### src/common/ncd_pkg.sv
// package: register map, opcode fields, clock-count figures and carriers
package ncd_pkg;

  // register byte offsets
  localparam logic [7:0] REG_CTRL_OFS   = 8'h00;
  localparam logic [7:0] REG_STATUS_OFS = 8'h04;
  localparam logic [7:0] REG_IPTR_OFS   = 8'h08;
  localparam logic [7:0] REG_OPTR_OFS   = 8'h0c;
  localparam logic [7:0] REG_INSTR_OFS  = 8'h10;
  localparam logic [7:0] REG_CLEAR_OFS  = 8'h14;

  // control register fields
  localparam int CTRL_DMASK_BIT = 1;
  localparam int CTRL_PMASK_BIT = 5;
  localparam int CTRL_PROT_BIT  = 16;
  localparam logic [31:0] CTRL_RESET = 32'h0000_003f;

  // status register fields
  localparam int ST_DFLAG_BIT   = 1;
  localparam int ST_PFLAG_BIT   = 5;
  localparam int ST_SUMMARY_BIT = 7;
  localparam int ST_BUSY_BIT    = 8;
  localparam int ST_CC_LSB      = 9;
  localparam int ST_OP_LSB      = 13;

  // escape recognition
  localparam logic [4:0] ESCAPE_PATTERN = 5'h1b;
  localparam logic [1:0] AMODE_REG      = 2'h3;
  localparam logic [2:0] REG_LOAD       = 3'h0;
  localparam logic [2:0] REG_STORE      = 3'h2;
  localparam logic [2:0] REG_STPOP      = 3'h3;
  localparam logic [2:0] REG_LI_LD      = 3'h5;
  localparam logic [2:0] REG_LI_STP     = 3'h7;
  localparam logic [2:0] OPF_LONG       = 3'h7;
  localparam logic [2:0] OPF_TEMP       = 3'h3;
  localparam logic [2:0] OPF_CPP        = 3'h6;
  localparam logic [2:0] OPF_XAM        = 3'h1;
  localparam logic [7:0] BYTE2_CPP      = 8'hd9;
  localparam logic [7:0] BYTE2_XAM      = 8'he5;
  localparam logic [1:0] FMT_REAL64     = 2'h2;
  localparam logic [1:0] FMT_INT16      = 2'h3;

  // clock counts used (upper figure of each range)
  localparam logic [7:0] CLK_LD_R64  = 8'd60;
  localparam logic [7:0] CLK_LD_I16  = 8'd54;
  localparam logic [7:0] CLK_LD_I64  = 8'd68;
  localparam logic [7:0] CLK_LD_T80  = 8'd65;
  localparam logic [7:0] CLK_ST_R64  = 8'd104;
  localparam logic [7:0] CLK_STP_R64 = 8'd106;
  localparam logic [7:0] CLK_STP_I64 = 8'd105;
  localparam logic [7:0] CLK_CP_R64  = 8'd77;
  localparam logic [7:0] CLK_CP_I16  = 8'd88;
  localparam logic [7:0] CLK_CPP     = 8'd55;
  localparam logic [7:0] CLK_XAM     = 8'd23;
  localparam logic [7:0] CLK_OTHER   = 8'd40;

  typedef enum logic [3:0] {
    OP_NONE, OP_LOAD, OP_LOAD_I64, OP_LOAD_T80, OP_STORE, OP_STPOP,
    OP_STPOP_I64, OP_CMPPOP, OP_CMPPOP2, OP_EXAMINE, OP_OTHER
  } ncd_op_e;

  typedef struct packed {
    ncd_op_e    op;
    logic [7:0] clocks;
    logic [1:0] pops;
  } ncd_dec_s;

  // one instruction handed in by the host side
  typedef struct packed {
    logic [7:0]  byte1;
    logic [7:0]  byte2;
    logic [31:0] prefix_addr;
    logic [31:0] mem_addr;
    logic        exp_min;
    logic        sig_nonzero;
    logic        inexact;
    logic [3:0]  class_cc;
  } ncd_instr_s;

endpackage : ncd_pkg

### src/rtl/ncd_decode.sv
// opcode decoder: escape check, instruction class, clock count, pops
`timescale 1ns/10ps
`default_nettype none
module ncd_decode
(
  // opcode bytes
  input  wire logic [7:0]       byte1_i,
  input  wire logic [7:0]       byte2_i,
  // result
  output logic                  is_escape_o,
  output ncd_pkg::ncd_dec_s     dec_o
);

  logic [2:0] opf;
  logic [1:0] fmt;
  logic [1:0] amode;
  logic [2:0] rfield;

  assign is_escape_o = (byte1_i[7:3] == ncd_pkg::ESCAPE_PATTERN);
  assign opf         = byte1_i[2:0];
  assign fmt         = opf[2:1];
  assign amode    = byte2_i[7:6];
  assign rfield   = byte2_i[5:3];

  always_comb
  begin
    dec_o.op     = ncd_pkg::OP_OTHER;
    dec_o.clocks = ncd_pkg::CLK_OTHER;
    dec_o.pops   = 2'h0;
    if (!is_escape_o)
    begin
      dec_o.op = ncd_pkg::OP_NONE;
    end
    else if (opf == ncd_pkg::OPF_CPP && byte2_i == ncd_pkg::BYTE2_CPP)
    begin
      dec_o.op     = ncd_pkg::OP_CMPPOP2;
      dec_o.clocks = ncd_pkg::CLK_CPP;
      dec_o.pops   = 2'h2;
    end
    else if (opf == ncd_pkg::OPF_XAM && byte2_i == ncd_pkg::BYTE2_XAM)
    begin
      dec_o.op     = ncd_pkg::OP_EXAMINE;
      dec_o.clocks = ncd_pkg::CLK_XAM;
    end
    else if (amode != ncd_pkg::AMODE_REG)
    begin
      if (opf == ncd_pkg::OPF_LONG && rfield == ncd_pkg::REG_LI_LD)
      begin
        dec_o.op     = ncd_pkg::OP_LOAD_I64;
        dec_o.clocks = ncd_pkg::CLK_LD_I64;
      end
      else if (opf == ncd_pkg::OPF_LONG && rfield == ncd_pkg::REG_LI_STP)
      begin
        dec_o.op     = ncd_pkg::OP_STPOP_I64;
        dec_o.clocks = ncd_pkg::CLK_STP_I64;
        dec_o.pops   = 2'h1;
      end
      else if (opf == ncd_pkg::OPF_TEMP && rfield == ncd_pkg::REG_LI_LD)
      begin
        dec_o.op     = ncd_pkg::OP_LOAD_T80;
        dec_o.clocks = ncd_pkg::CLK_LD_T80;
      end
      else if (opf[0] && rfield == ncd_pkg::REG_LOAD)
      begin
        dec_o.op     = ncd_pkg::OP_LOAD;
        dec_o.clocks = (fmt == ncd_pkg::FMT_INT16) ? ncd_pkg::CLK_LD_I16
                                                 : ncd_pkg::CLK_LD_R64;
      end
      else if (opf[0] && rfield == ncd_pkg::REG_STORE)
      begin
        dec_o.op     = ncd_pkg::OP_STORE;
        dec_o.clocks = ncd_pkg::CLK_ST_R64;
      end
      else if (opf[0] && rfield == ncd_pkg::REG_STPOP)
      begin
        dec_o.op     = ncd_pkg::OP_STPOP;
        dec_o.clocks = ncd_pkg::CLK_STP_R64;
        dec_o.pops   = 2'h1;
      end
      else if (!opf[0] && rfield == ncd_pkg::REG_STPOP)
      begin
        dec_o.op     = ncd_pkg::OP_CMPPOP;
        dec_o.clocks = (fmt == ncd_pkg::FMT_INT16) ? ncd_pkg::CLK_CP_I16
                                                 : ncd_pkg::CLK_CP_R64;
        dec_o.pops   = 2'h1;
      end
    end
  end

endmodule // ncd_decode
`default_nettype wire

### src/rtl/ncd_top.sv
// numeric coprocessor decode and fault reporting with apb registers
//
// Overview of operation
// - masked denormal: instruction runs on normally
// - denormal when exponent minimal and significand nonzero
// - inexact result rounded and inexact flag set
// - masked inexact: only the flag is set
// - unmasked fault sets flag, summary bit and fault output
// - fault records instruction and lowest operand address
// - instruction address points at first prefix byte
// - protected mode keeps no opcode, only the two pointers
// - load decoded; 60 clocks real64, 54 clocks int16
// - long integer load decoded, 68 clocks
// - temporary real load decoded, 65 clocks
// - store decoded, 104 clocks real64
// - store and pop decoded, one pop, 106 clocks
// - long integer store and pop decoded, 105 clocks
// - compare and pop decoded; 77 real64, 88 int16
// - compare pop twice decoded, two pops, 55 clocks
// - examine decoded, class into condition code, 23 clocks
//
// The implementer's own choices: the placing of the registers and the APB interface to the registers.
`timescale 1ns/10ps
`default_nettype none
module ncd_top
(
  // clock and reset
  input  wire logic                ref_clk_i,
  input  wire logic                reset_n_i,
  // apb slave
  input  wire logic                psel_i,
  input  wire logic                penable_i,
  input  wire logic                pwrite_i,
  input  wire logic [7:0]          paddr_i,
  input  wire logic [31:0]         pwdata_i,
  output logic [31:0]              prdata_o,
  output logic                     pready_o,
  output logic                     pslverr_o,
  // instruction from host
  input  wire logic                instr_valid_i,
  input  wire ncd_pkg::ncd_instr_s instr_i,
  output logic                     busy_o,
  // toward host
  output logic                     fault_o,
  output logic [1:0]               pops_o
);

  ncd_pkg::ncd_dec_s dec;
  logic              is_escape;
  logic [31:0]       ctrl_q;
  logic [7:0]        flags_q;
  logic [3:0]        cc_q;
  ncd_pkg::ncd_op_e  op_q;
  logic [7:0]        cnt_q;
  logic [1:0]        pend_pops_q;
  logic [31:0]       iptr_q;
  logic [31:0]       optr_q;
  logic [15:0]       opc_q;
  logic              start;
  logic              denorm;
  logic              den_unm;
  logic              inx_unm;
  logic              done;
  logic              wr_en;
  logic              rd_en;
  logic              clr_en;

  ncd_decode u_dec
  (
    .byte1_i     (instr_i.byte1),
    .byte2_i     (instr_i.byte2),
    .is_escape_o (is_escape),
    .dec_o       (dec)
  );

  function automatic logic hit(input logic [7:0] a, input logic [7:0] ofs);
    hit = (a == ofs);
  endfunction

  assign wr_en  = psel_i && penable_i && pwrite_i;
  assign rd_en  = psel_i && !penable_i && !pwrite_i;
  assign clr_en = wr_en && hit(paddr_i, ncd_pkg::REG_CLEAR_OFS);
  assign start  = instr_valid_i && is_escape && !busy_o;
  assign done   = busy_o && (cnt_q == 8'h01);

  assign denorm  = start && instr_i.exp_min && instr_i.sig_nonzero;
  assign den_unm = denorm && !ctrl_q[ncd_pkg::CTRL_DMASK_BIT];
  assign inx_unm = start && instr_i.inexact && !ctrl_q[ncd_pkg::CTRL_PMASK_BIT];

  // control register
  always_ff @(posedge ref_clk_i or negedge reset_n_i)
  begin
    if (!reset_n_i)
      ctrl_q <= ncd_pkg::CTRL_RESET;
    else if (wr_en && hit(paddr_i, ncd_pkg::REG_CTRL_OFS))
      ctrl_q <= pwdata_i;
  end

  // execution timer
  always_ff @(posedge ref_clk_i or negedge reset_n_i)
  begin
    if (!reset_n_i)
    begin
      busy_o      <= 1'b0;
      cnt_q       <= 8'h00;
      op_q        <= ncd_pkg::OP_NONE;
      pend_pops_q <= 2'h0;
    end
    else if (start)
    begin
      busy_o      <= 1'b1;
      cnt_q       <= dec.clocks;
      op_q        <= dec.op;
      pend_pops_q <= dec.pops;
    end
    else if (done)
    begin
      busy_o <= 1'b0;
      cnt_q  <= 8'h00;
    end
    else if (busy_o)
      cnt_q <= cnt_q - 8'h01;
  end

  // pops reported when the instruction ends
  always_ff @(posedge ref_clk_i or negedge reset_n_i)
  begin
    if (!reset_n_i)
      pops_o <= 2'h0;
    else
      pops_o <= done ? pend_pops_q : 2'h0;
  end

  always_ff @(posedge ref_clk_i or negedge reset_n_i)
  begin
    if (!reset_n_i)
      cc_q <= 4'h0;
    else if (start && dec.op == ncd_pkg::OP_EXAMINE)
      cc_q <= instr_i.class_cc;
  end

  // sticky flags, set wins over clear
  always_ff @(posedge ref_clk_i or negedge reset_n_i)
  begin
    if (!reset_n_i)
      flags_q <= 8'h00;
    else
    begin
      flags_q <= clr_en ? (flags_q & ~pwdata_i[7:0]) : flags_q;
      if (denorm)
        flags_q[ncd_pkg::ST_DFLAG_BIT] <= 1'b1;
      if (start && instr_i.inexact)
        flags_q[ncd_pkg::ST_PFLAG_BIT] <= 1'b1;
      if (den_unm || inx_unm)
        flags_q[ncd_pkg::ST_SUMMARY_BIT] <= 1'b1;
    end
  end

  always_ff @(posedge ref_clk_i or negedge reset_n_i)
  begin
    if (!reset_n_i)
      fault_o <= 1'b0;
    else
      fault_o <= (den_unm || inx_unm) ||
                 (flags_q[ncd_pkg::ST_SUMMARY_BIT] &&
                  !(clr_en && pwdata_i[ncd_pkg::ST_SUMMARY_BIT]));
  end

  always_ff @(posedge ref_clk_i or negedge reset_n_i)
  begin
    if (!reset_n_i)
    begin
      iptr_q <= 32'h0000_0000;
      optr_q <= 32'h0000_0000;
      opc_q  <= 16'h0000;
    end
    else if (den_unm || inx_unm)
    begin
      iptr_q <= instr_i.prefix_addr;
      optr_q <= instr_i.mem_addr;
      // opcode not kept in protected mode
      opc_q  <= ctrl_q[ncd_pkg::CTRL_PROT_BIT] ? 16'h0000
                                                : {instr_i.byte1, instr_i.byte2};
    end
  end

  // apb read and ready; one wait-free access phase
  always_ff @(posedge ref_clk_i or negedge reset_n_i)
  begin
    if (!reset_n_i)
    begin
      prdata_o  <= 32'h0000_0000;
      pready_o  <= 1'b0;
      pslverr_o <= 1'b0;
    end
    else
    begin
      pready_o  <= psel_i && !penable_i;
      pslverr_o <= 1'b0;
      if (rd_en)
      begin
        unique case (paddr_i)
          ncd_pkg::REG_CTRL_OFS:   prdata_o <= ctrl_q;
          ncd_pkg::REG_STATUS_OFS: prdata_o <= {15'h0000, op_q, cc_q,
                                                busy_o, flags_q};
          ncd_pkg::REG_IPTR_OFS:   prdata_o <= iptr_q;
          ncd_pkg::REG_OPTR_OFS:   prdata_o <= optr_q;
          ncd_pkg::REG_INSTR_OFS:  prdata_o <= {16'h0000, opc_q};
          ncd_pkg::REG_CLEAR_OFS:  prdata_o <= 32'h0000_0000;
          default:
          begin
            prdata_o  <= 32'h0000_0000;
            pslverr_o <= 1'b1;
          end
        endcase
      end
      else if (psel_i && !penable_i)
        pslverr_o <= !(hit(paddr_i, ncd_pkg::REG_CTRL_OFS) ||
                       hit(paddr_i, ncd_pkg::REG_CLEAR_OFS));
    end
  end

  // unmasked fault drives the pin next cycle
  chk_fault_raise: assert property (@(posedge ref_clk_i) disable iff (!reset_n_i)
    (den_unm || inx_unm) |=> fault_o && flags_q[ncd_pkg::ST_SUMMARY_BIT])
    else $error("unmasked fault did not raise output");
  chk_denorm_masked: assert property (@(posedge ref_clk_i) disable iff (!reset_n_i)
    (denorm && ctrl_q[ncd_pkg::CTRL_DMASK_BIT] && !inx_unm && !fault_o)
    |=> !fault_o && busy_o)
    else $error("masked denormal disturbed execution");
  chk_denorm_flag: assert property (@(posedge ref_clk_i) disable iff (!reset_n_i)
    denorm |=> flags_q[ncd_pkg::ST_DFLAG_BIT])
    else $error("denormal flag not set");
  chk_inexact_flag: assert property (@(posedge ref_clk_i) disable iff (!reset_n_i)
    (start && instr_i.inexact) |=> flags_q[ncd_pkg::ST_PFLAG_BIT])
    else $error("inexact flag not set");
  chk_inexact_quiet: assert property (@(posedge ref_clk_i) disable iff (!reset_n_i)
    (start && instr_i.inexact && !inx_unm && !den_unm && !fault_o) |=> !fault_o)
    else $error("masked inexact raised fault");
  chk_fault_hold: assert property (@(posedge ref_clk_i) disable iff (!reset_n_i)
    (fault_o && !clr_en) |=> fault_o)
    else $error("fault dropped without clear");
  chk_ptr_capture: assert property (@(posedge ref_clk_i) disable iff (!reset_n_i)
    (den_unm || inx_unm) |=> iptr_q == $past(instr_i.prefix_addr)
                             && optr_q == $past(instr_i.mem_addr))
    else $error("fault pointers not captured");
  chk_prot_opcode: assert property (@(posedge ref_clk_i) disable iff (!reset_n_i)
    ((den_unm || inx_unm) && ctrl_q[ncd_pkg::CTRL_PROT_BIT]) |=> opc_q == 16'h0000)
    else $error("opcode kept in protected mode");
  chk_cpp_time: assert property (@(posedge ref_clk_i) disable iff (!reset_n_i)
    (start && dec.op == ncd_pkg::OP_CMPPOP2) |=> busy_o [*8])
    else $error("compare pop twice ended early");
  chk_xam_time: assert property (@(posedge ref_clk_i) disable iff (!reset_n_i)
    (start && dec.op == ncd_pkg::OP_EXAMINE) |-> ##23 busy_o ##1 !busy_o)
    else $error("examine time wrong");
  chk_ld64_time: assert property (@(posedge ref_clk_i) disable iff (!reset_n_i)
    (start && dec.op == ncd_pkg::OP_LOAD_I64) |-> ##68 busy_o ##1 !busy_o)
    else $error("long integer load time wrong");

  cov_fault: cover property (@(posedge ref_clk_i) disable iff (!reset_n_i) den_unm);
  cov_examine: cover property (@(posedge ref_clk_i) disable iff (!reset_n_i)
    start && dec.op == ncd_pkg::OP_EXAMINE);
  cov_pop2: cover property (@(posedge ref_clk_i) disable iff (!reset_n_i) pops_o == 2'h2);
  cov_clear: cover property (@(posedge ref_clk_i) disable iff (!reset_n_i)
    fault_o && clr_en);

endmodule // ncd_top
`default_nettype wire

### config.mk
export PLATFORM = sky130hd
export DESIGN_NAME = ncd_top
export DESIGN_NICKNAME = d
export VERILOG_FILES = /design/src/common/ncd_pkg.sv /design/src/rtl/ncd_decode.sv /design/src/rtl/ncd_top.sv
export SDC_FILE = /design/constraint.sdc
export NUM_CORES = 1
export LEC_CHECK = 0
export ABC_AREA = 1
export BUFFER_PORTS_ARGS = -buffer_cell sky130_fd_sc_hd__buf_2
export CAP_MARGIN = 20
export CORE_ASPECT_RATIO = 0.9
export CORE_MARGIN = 1.5
export CORE_UTILIZATION = 30
export DETAILED_ROUTE_END_ITERATION = 7
export PLACE_DENSITY = 0.51
export SLEW_MARGIN = 20
export SYNTH_ARGS = -nofsm -noshare
export SYNTH_HDL_FRONTEND = slang
export SYNTH_HIERARCHICAL = 1
export SYNTH_SLANG_ARGS = --single-unit
### constraint.sdc
create_clock -name ref_clk_i -period 1.4 [get_ports ref_clk_i]
set_clock_uncertainty 0.1 [all_clocks]
set_input_delay 0.14 -clock ref_clk_i [delete_from_list [all_inputs] [get_ports ref_clk_i]]
set_output_delay 0.14 -clock ref_clk_i [all_outputs]
set_load 0.02 [all_outputs]
==> impl_metrics.toml, run 1 <==
[setup_path]
crit_arrival_ns = 1.68
worstPathRequired_ns = 1.62
crit_chain = "inv_2, nand4_1, nand2_2, buf_8, clkbuf_16, nand3_1, nand2_1"
critPathKind = "register to register"
cp-start-kind = "register"
cp_max_fo = 5
crit_path_end_kind = "register"
critical-path-slowest-cell = "dfstp_2"
cpPeakStageDelay_ns = 0.54

[logic_synthesis]
synth-edff-count = 0
netlist_top_cells_count = "nand2_1 (485), dfrtp_1 (170), nand3_1 (129)"
ys_types = 32
ys_seq_elements = 176
netlist_top_cells_area = "dfrtp_1 (50%), nand2_1 (21%), nand3_1 (7.6%), nor2_1 (2.6%), inv_1 (2.3%)"
synthCells = 1102
syn_area_um2 = 8530
post-synth-top-count-cell = "nand2_1"
synth_top_cell_area_share = 0.499
synth_top_area_cell = "dfrtp_1"
yosys_warnings = 6
async_flop_share = 1.00
avgSynthCellArea_um2 = 7.74
synthFlopType = "dfrtp_1"
synthesis.nets = 1237
yosysSeqAreaShare = 0.517

[cts]
clkLatencyLatePin_ns = 0.44
htree_levels = 4
cts_root_buf = "clkbuf_16"
clock-sinks = 176
tritoncts = "done"
clk_pin_slew_ns = 0.07
cts_buffers = 17
clk_path_buf_depth = 2

[die]
dieArea_um2 = 29400
io_pins = 171
die_width_um = 181
start_util = 0.305
core_um2 = 27900
row_count = 58
dieHeight_um = 163

[timing]
setup_viol = 85
rsz0062_at_grt = "yes"
hold_viol_final = 0
fmax_mhz = 687
fin_crit_sh = 1.04
maxSlewViolCount = 0
setup_slack_ns = -0.0558
min_period_ns = 1.46

[power_and_ir_drop]
leakage_nw = 6.86
switching_power_mw = 4.01
seqPwrFrac = 0.446
powerDensity_nw_per_um2 = 1040
p_int_mw = 9.48
peakVddDrop_uv = 826
p_sw_frac = 0.297
clockPowerShare = 0.356
share_comb_of_total_power = 0.198

[final_layout]
area_growth_pct = 52.2
fin_area_um2 = 13000
drive_gt1_frac = 0.289
diodes = 0
nNetsFinal = 1622
fin_util = 0.464

[placed_design]
place_area_um2 = 10600
preCtsSetupSlack_ns = -0.463
gp_congestion = 0.818
portBuffers = 170
post-dp-hpwl_um = 19800

[global_routing]
antenna_found_initial = 0
grt_overflow = 0
grt_pass1_vias = 8411
grt_max_degree = 41
grtUsageTotal = 0.202
grt_pass1_wl_um = 45700

[drt]
postRouteAntennaNets = 0
num_vias = 8540
totalWireLength_um = 29600
via_per_inst = 4.59
drc_errors = 0
first_pass_iters = 5
wl_per_cell_um = 15.9
drt_iter0_drc = 515

[worst_hold_path]
min_path_type = "input pin to register"

[flow_run]
max_cap_viol_count = 0

[run_status]
status = "finished with violations"
violations = "negative setup slack"
-- logic make-up (layout without fill, tap and decap cells) --
group,after synthesis,count (layout),synth area share
other cells,1,1,0.000440
simple gates,718,718,0.355
xor+xnor,1,1,0.00103
fa+ha+maj,2,2,0.00293
compound gates,94,94,0.0628
flops,176,176,0.517
buf+inv,110,508,0.0609
-- layout by cell type, fill, tap and decap left out, types with 5 or more instances in the layout --
| cell type | instances |
|---|---|
| a21oi_2 | 6 |
| or2_2 | 16 |
| nor2_2 | 8 |
| o21a_1 | 5 |
| nand2_2 | 22 |
| nand3_1 | 114 |
| dlygate4sd3_1 | 117 |
| buf_12 | 22 |
| nand3_2 | 14 |
| clkbuf_16 | 22 |
| dfrtp_1 | 170 |
| a21boi_1 | 16 |
| nor2_4 | 7 |
| buf_2 | 167 |
| dfstp_2 | 6 |
| a21oi_1 | 27 |
| nand2_1 | 468 |
| buf_16 | 5 |
| inv_2 | 10 |
| inv_1 | 46 |
| nor2_1 | 53 |
| o21ai_0 | 31 |
| buf_4 | 96 |
-- critical path: cells and delay by family (launching register included) --
kind	cells	cell delay (ns)
flops	1	0.54
buf+inv	3	0.38
simple gates	4	0.33
-- area by class of cell --
type	instances	area, µm²
timing repair buffer	418	3500
clock buffer	18	429
sequential	176	4410
clock inverter	14	148
multi-input combinational	816	3820
inverter	58	220
fill	2823	15000
tap	360	450
-- metrics by stage --
step	hold slack, ns	setup TNS [ns]	std cells	power (mW)
4_1_cts	0.00104	-1.45	1848	13.2
5_1_grt	0.00997	-9.16	1860	14.1
6_report	0.00442	-1.88	1860	13.5
3_5_place_dp	0.00909	-43.30	1693	8.18
3_3_place_gp	0.00925	-40.20	1693	8.13
2_1_floorplan	-0.256	-1.73	1102	7.07
-- state kept, by name (all words and copies together) (netlist names) --
| signal | flops |
|---|---|
| ctrl_q | 32 |
| iptr_q | 32 |
| optr_q | 32 |
| prdata_o | 32 |
| opc_q | 16 |
| cnt_q | 8 |
| flags_q | 8 |
| cc_q | 4 |
| op_q | 4 |
| pend_pops_q | 2 |
| pops_o | 2 |
| busy_o | 1 |
| fault_o | 1 |
| pready_o | 1 |
| pslverr_o | 1 |
-- what timing repair did --
action | in CTS | in global routing
pin swaps | 2 | 9
hold endpoints to repair | 291 | 1
buffers inserted | 2 | 6
hold buffers | 116 | 1
gates cloned | 5 | 5
endpoints found under the setup margin | 94 | 98
resized for setup | 31 | 45
-- path summary, 6_finish.rpt --
check                            start    endpoint  slack, ns  cells after the start
setup / recovery             ctrl_q[1]   opc_q[15]      -0.06                      7
hold / removal             instr_i[80]    opc_q[9]      0.004                      4
setup reg to reg             ctrl_q[1]   opc_q[15]      -0.06                      7
hold reg to reg             ctrl_q[10]  ctrl_q[10]       0.37                      2
max in group asynchronous    reset_n_i   ctrl_q[5]       0.47                      3
min in group asynchronous    reset_n_i  optr_q[29]       0.08                      2
-- per-layer routing --
metal	global-route usage	up-vias	share of wire
met1	0.287	4041	0.48
met5	0	-	0
met4	0.0577	0	0.017
met3	0.0295	34	0.039
met2	0.320	210	0.46
li1	-	4255	-
-- power by group through the flow --
stage          clock [mW]  combinational (mW)  sequential (mW)
2_1_floorplan           0               0.944             6.13
3_3_place_gp            0                2.04             6.09
3_5_place_dp            0                2.09             6.09
4_1_cts              4.86                2.37             6.01
5_1_grt              5.08                2.97             6.09
6_report             4.80                2.67             6.02
No activity file was read; power rests on OpenSTA's default activity.
==> run 2: changes to the inputs <==
==> constraint.sdc (replaced) <==
create_clock -name ref_clk_i -period 1.4 [get_ports ref_clk_i]
set_clock_uncertainty 0.1 [all_clocks]
set_input_delay 0.35 -clock ref_clk_i [delete_from_list [all_inputs] [get_ports ref_clk_i]]
set_output_delay 0.35 -clock ref_clk_i [all_outputs]
set_load 0.02 [all_outputs]
==> run 2 against run 1 <==
The run still ends with negative setup slack left; sequential share of layout area grew 2.6 points; flip-flop and latch count is the same; count of clock-buffer cells in the layout grew 3; highest routed layer unchanged.
==> impl_metrics.toml, run 2 (synthesized netlist as in run 1, its figures left out) <==
[run_status]
status = "finished with violations"
violations = "negative setup slack"

[setup_path]
crit_path_end_kind = "primary output"
cpPeakStageDelay_ns = 0.40
worstPathRequired_ns = 0.95
crit_arrival_ns = 1.18
critPathBufInv = 3
cp_max_fo = 2
path_delay_family = "flip-flops"
crit_chain = "buf_6, buf_6, buf_6"
cp-start-kind = "register"
critPathKind = "register to primary output"
critical-path-slowest-cell = "dfrtp_1"
path_common_cell = "buf_6"

[timing]
hold_viol_final = 0
fin_crit_sh = 1.17
setup_slack_ns = -0.233
tns_ns = -14.20
rsz0062_at_grt = "yes"
maxSlewViolCount = 0
setup_viol = 126
min_period_ns = 1.63
fmax_mhz = 612

[power_and_ir_drop]
peakVddDrop_uv = 860
leakage_nw = 6.49
powerDensity_nw_per_um2 = 1110

[flow_run]
max_cap_viol_count = 0

[final_layout]
area_growth_pct = 41.4
multi_input_area_um2 = 3810
drive_gt1_frac = 0.312
nFillCells = 2832
diodes = 0
final-seq-area_um2 = 4410
fin_util = 0.431
most-common-layout-cells = "nand2_1 (474), dfrtp_1 (170), buf_2 (127), buf_4 (117), nand3_1 (115)"
layout_commonest_cell = "nand2_1"
nNetsFinal = 1522

[global_routing]
grt_max_degree = 44
grt_pass1_wl_um = 43500
grt_overflow = 0
antenna_found_initial = 0
grtUsageTotal = 0.193
grt_pass1_vias = 7943

[drt]
drc_errors = 0
drt_iter0_drc = 551
postRouteAntennaNets = 0
num_vias = 8102
first_pass_iters = 5
wl_per_cell_um = 15.7
totalWireLength_um = 27700
via_per_inst = 4.61

[die]
dieArea_um2 = 29400
row_count = 58
die_width_um = 181
io_pins = 171
core_um2 = 27900
dieHeight_um = 163
start_util = 0.305

[placed_design]
post-dp-hpwl_um = 20100
preCtsSetupSlack_ns = -0.662
portBuffers = 170
gp_congestion = 0.863

[cts]
clk_pin_slew_ns = 0.07
cts_root_buf = "clkbuf_16"
htree_levels = 4
clock-sinks = 176
cts_buffers = 17
clk_path_buf_depth = 2
clkLatencyLatePin_ns = 0.44
tritoncts = "done"

[worst_hold_path]
min_path_type = "input pin to register"
[run 2: area by class of cell]
cell class                 instances  area share
clock inverter                    10      0.0112
clock buffer                      21      0.0382
tap                              360      0.0374
timing repair buffer             318       0.212
inverter                          58      0.0187
sequential                       176       0.366
multi-input combinational        816       0.316
[run 2: worst paths after layout]
check / start / to / slack (ns) / cells past startpoint
max in group asynchronous: reset_n_i / ctrl_q[2] / 0.44 / 3
max: busy_o / busy_o / -0.23 / 3
max reg2reg: busy_o / opc_q[6] / -0.18 / 7
min reg2reg: iptr_q[17] / iptr_q[17] / 0.37 / 2
min in group asynchronous: reset_n_i / prdata_o[25] / 0.24 / 2
min: instr_i[8] / optr_q[1] / 0.02 / 3
[run 2: where the power goes]
group	internal (mW)	total [mW]	switching (mW)
sequential	5.67	6.01	0.344
clock	2.89	4.93	2.04
combinational	1.14	2.40	1.26
[run 2: timing repair]
item                                   4_1_cts  5_1_grt
buffers inserted                             4       16
gates cloned                                 0        2
setup endpoints to repair                  132      138
hold buffers                                 4        0
endpoints found under the hold margin      173        0
gates resized for setup                     26      117
pin swaps                                    5       15
[run 2: worst register-to-register path, stage by stage (launching register included)]
cell and delay (ns):
dfrtp_1 0.40, buf_6 0.13, nor2_4 0.10, nand4_1 0.15, nand2_4 0.18, buf_12 0.24
nand3_1 0.12, nand2_1 0.08
[run 2: per-stage QoR]
step	hold WS [ns]	instances	cell area (µm²)	power, mW
CTS	0.000350	1742	11500	13.3
global route	0.0110	1759	12100	14.0
floorplan	-0.0456	1102	8640	7.08
detailed placement	0.125	1703	10800	8.20
finish	0.0170	1759	12100	13.3
global placement	0.129	1703	10800	8.16
[run 2: metal layers]
metal  vias to the layer above  global-route usage  share of wire
met5                         -                   0              0
met4                         0              0.0615          0.021
met3                        28              0.0360          0.047
met2                       192               0.300           0.45
met1                      3819               0.270           0.48
li1                       4063                   -              -
==> run 3: changes to the inputs <==
--- a/config.mk
+++ b/config.mk
@@ -5,14 +5,13 @@
 export SDC_FILE = /design/constraint.sdc
 export NUM_CORES = 1
 export LEC_CHECK = 0
-export ABC_AREA = 1
 export BUFFER_PORTS_ARGS = -buffer_cell sky130_fd_sc_hd__buf_2
 export CAP_MARGIN = 20
 export CORE_ASPECT_RATIO = 0.9
 export CORE_MARGIN = 1.5
 export CORE_UTILIZATION = 30
 export DETAILED_ROUTE_END_ITERATION = 7
-export PLACE_DENSITY = 0.51
+export PLACE_DENSITY = 0.52
 export SLEW_MARGIN = 20
 export SYNTH_ARGS = -nofsm -noshare
 export SYNTH_HDL_FRONTEND = slang
==> run 3 against run 2 <==
The flow still finishes with violations (negative setup slack); critical path depth up 4; synthesized area down 2.4%; sequential share of layout area is 2.7 points lower; global-route usage down 0.14 points; die area down 2.4%; largest power group unchanged.
==> impl_metrics.toml, run 3 <==
[die]
die_width_um = 179
dieHeight_um = 161
io_pins = 171
core_um2 = 27100
row_count = 57
dieArea_um2 = 28700
start_util = 0.307

[timing]
maxSlewViolCount = 0
setup_slack_ns = -0.621
hold_viol_final = 0
setup_viol = 207
rsz0062_at_grt = "yes"
fmax_mhz = 495
min_period_ns = 2.02
tns_ns = -79.76
fin_crit_sh = 1.44

[logic_synthesis]
yosys_warnings = 6
synthCells = 708
ys_types = 65
yosysSeqAreaShare = 0.530
synthFlopType = "dfrtp_1"
synth-edff-count = 0
netlist_top_cells_count = "dfrtp_1 (170), mux2_2 (120), nand2_1 (71)"
synth_top_cell_area_share = 0.511
async_flop_share = 1.00
synth_top_area_cell = "dfrtp_1"
avgSynthCellArea_um2 = 11.8
synthesis.nets = 843
ys_seq_elements = 176
netlist_top_cells_area = "dfrtp_1 (51%), mux2_2 (16%), mux2i_1 (3.8%), nand2_1 (3.2%), o21ai_0 (2.6%)"
post-synth-top-count-cell = "dfrtp_1"
syn_area_um2 = 8320

[final_layout]
nNetsFinal = 1154
drive_gt1_frac = 0.591
nFillCells = 2495
fin_area_um2 = 13000
most-common-layout-cells = "dfrtp_1 (170), buf_2 (128), buf_4 (99), mux2_4 (77), buf_6 (68)"
multi_input_area_um2 = 4430
final-seq-area_um2 = 4410
area_growth_pct = 56.3
final_cells = 1387
fin_util = 0.480
layout_commonest_cell = "dfrtp_1"

[drt]
wl_per_cell_um = 19.7
num_vias = 6729
drt-met1-wl_um = 12700
drt_iter0_drc = 271
wl_met2_um = 13000
via_per_inst = 4.85
first_pass_iters = 4
totalWireLength_um = 27300
postRouteAntennaNets = 0
top_layer = "met5"
met3RoutedLength_um = 1180
drc_errors = 0

[global_routing]
grt_pass1_wl_um = 41600
grt_overflow = 0
antenna_found_initial = 4
grt_pass1_vias = 7198
grtUsageTotal = 0.191
grt_max_degree = 40

[placed_design]
preCtsSetupSlack_ns = -1.05
place_area_um2 = 10500
gp_congestion = 0.810
portBuffers = 170
post-dp-hpwl_um = 17600
place_inst = 1293

[worst_hold_path]
whs_endpoint = "flags_q[2]"
min_path_cells = 2
hold_path_startpoint = "pwdata_i[2]"
min_path_type = "input pin to register"

[setup_path]
cp_max_fo = 8
r2r_slack_ns = -0.53
crit_start = "paddr_i[6]"
critPathKind = "input pin to register"
r2r-start = "ctrl_q[1]"
reg2regPathDepth = 6
cp-start-kind = "input pin"
worstPathRequired_ns = 1.62
r2r_end = "iptr_q[7]"
crit_arrival_ns = 2.24
crit_path_end_kind = "register"

[cts]
cts_buffers = 17
clock-sinks = 176
htree_levels = 4
tritoncts = "done"
cts_root_buf = "clkbuf_16"
clk_path_buf_depth = 2
clkLatencyLatePin_ns = 0.43
clk_pin_slew_ns = 0.07

[flow_run]
max_cap_viol_count = 0

[power_and_ir_drop]
powerDensity_nw_per_um2 = 1040
leakage_nw = 6.34
peakVddDrop_uv = 718

[run_status]
status = "finished with violations"
violations = "negative setup slack"
[run 3: how the worst max path moves through the flow]
| stage | to | cells past startpoint |
|---|---|---|
| 2_1_floorplan | ctrl_q[10] | 5 |
| 3_3_place_gp | ctrl_q[12] | 6 |
| 3_5_place_dp | cc_q[2] | 8 |
| 4_1_cts | cc_q[2] | 8 |
| 5_1_grt | ctrl_q[12] | 7 |
| 6_report | ctrl_q[12] | 7 |
[run 3: per-layer routing]
layer / track usage / vias up
li1: - / 3184
met1: 0.263 / 3382
met2: 0.304 / 139
met3: 0.0431 / 20
met4: 0.0485 / 4
met5: 0 / -
[run 3: timing repair]
action	4_1_cts	5_1_grt
setup endpoints to repair	212	212
pin swaps	31	32
hold buffers	2	0
gates cloned	12	4
resized for setup	221	123
setup buffers	27	28
hold endpoints to repair	111	0
[run 3: power by group]
group / total, mW / switching, mW / internal [mW]
combinational: 2.64 / 1.16 / 1.48
sequential: 5.89 / 0.314 / 5.58
clock: 4.95 / 2.37 / 2.58
[run 3: cell type report]
| cell class | count | area share |
|---|---|---|
| tap | 354 | 0.0341 |
| multi-input combinational | 475 | 0.340 |
| timing repair buffer | 340 | 0.237 |
| clock buffer | 17 | 0.0327 |
| antenna | 1 | 0.000192 |
| clock inverter | 15 | 0.0139 |
| inverter | 9 | 0.00298 |
| sequential | 176 | 0.339 |
[run 3: critical path, stage by stage]
cell and delay [ns]:
buf_6 0.09, or4_4 0.53, or2_4 0.28, nor4b_4 0.29, buf_6 0.17, clkbuf_16 0.18
mux2_2 0.35
[run 3: kinds of logic (layout without fill, tap and decap cells)]
| kind of cell | Yosys count | count (layout) | share of synthesized area |
|---|---|---|---|
| multiplexers | 154 | 154 | 0.205 |
| adder cells (fa/ha/maj) | 2 | 2 | 0.00301 |
| flip-flops | 176 | 176 | 0.530 |
| buffers and inverters | 57 | 381 | 0.0409 |
| other | 1 | 2 | 0.000451 |
| AND/OR/NAND/NOR | 168 | 168 | 0.102 |
| AO/OA/AOI/OAI | 150 | 150 | 0.118 |
[run 3: stage by stage]
step | total power, mW | hold WS, ns
2_1_floorplan | 6.97 | -0.0456
3_3_place_gp | 7.99 | 0.141
3_5_place_dp | 8.01 | 0.146
4_1_cts | 13.4 | 0.000218
5_1_grt | 14.1 | 0.00594
6_report | 13.5 | 0.0179
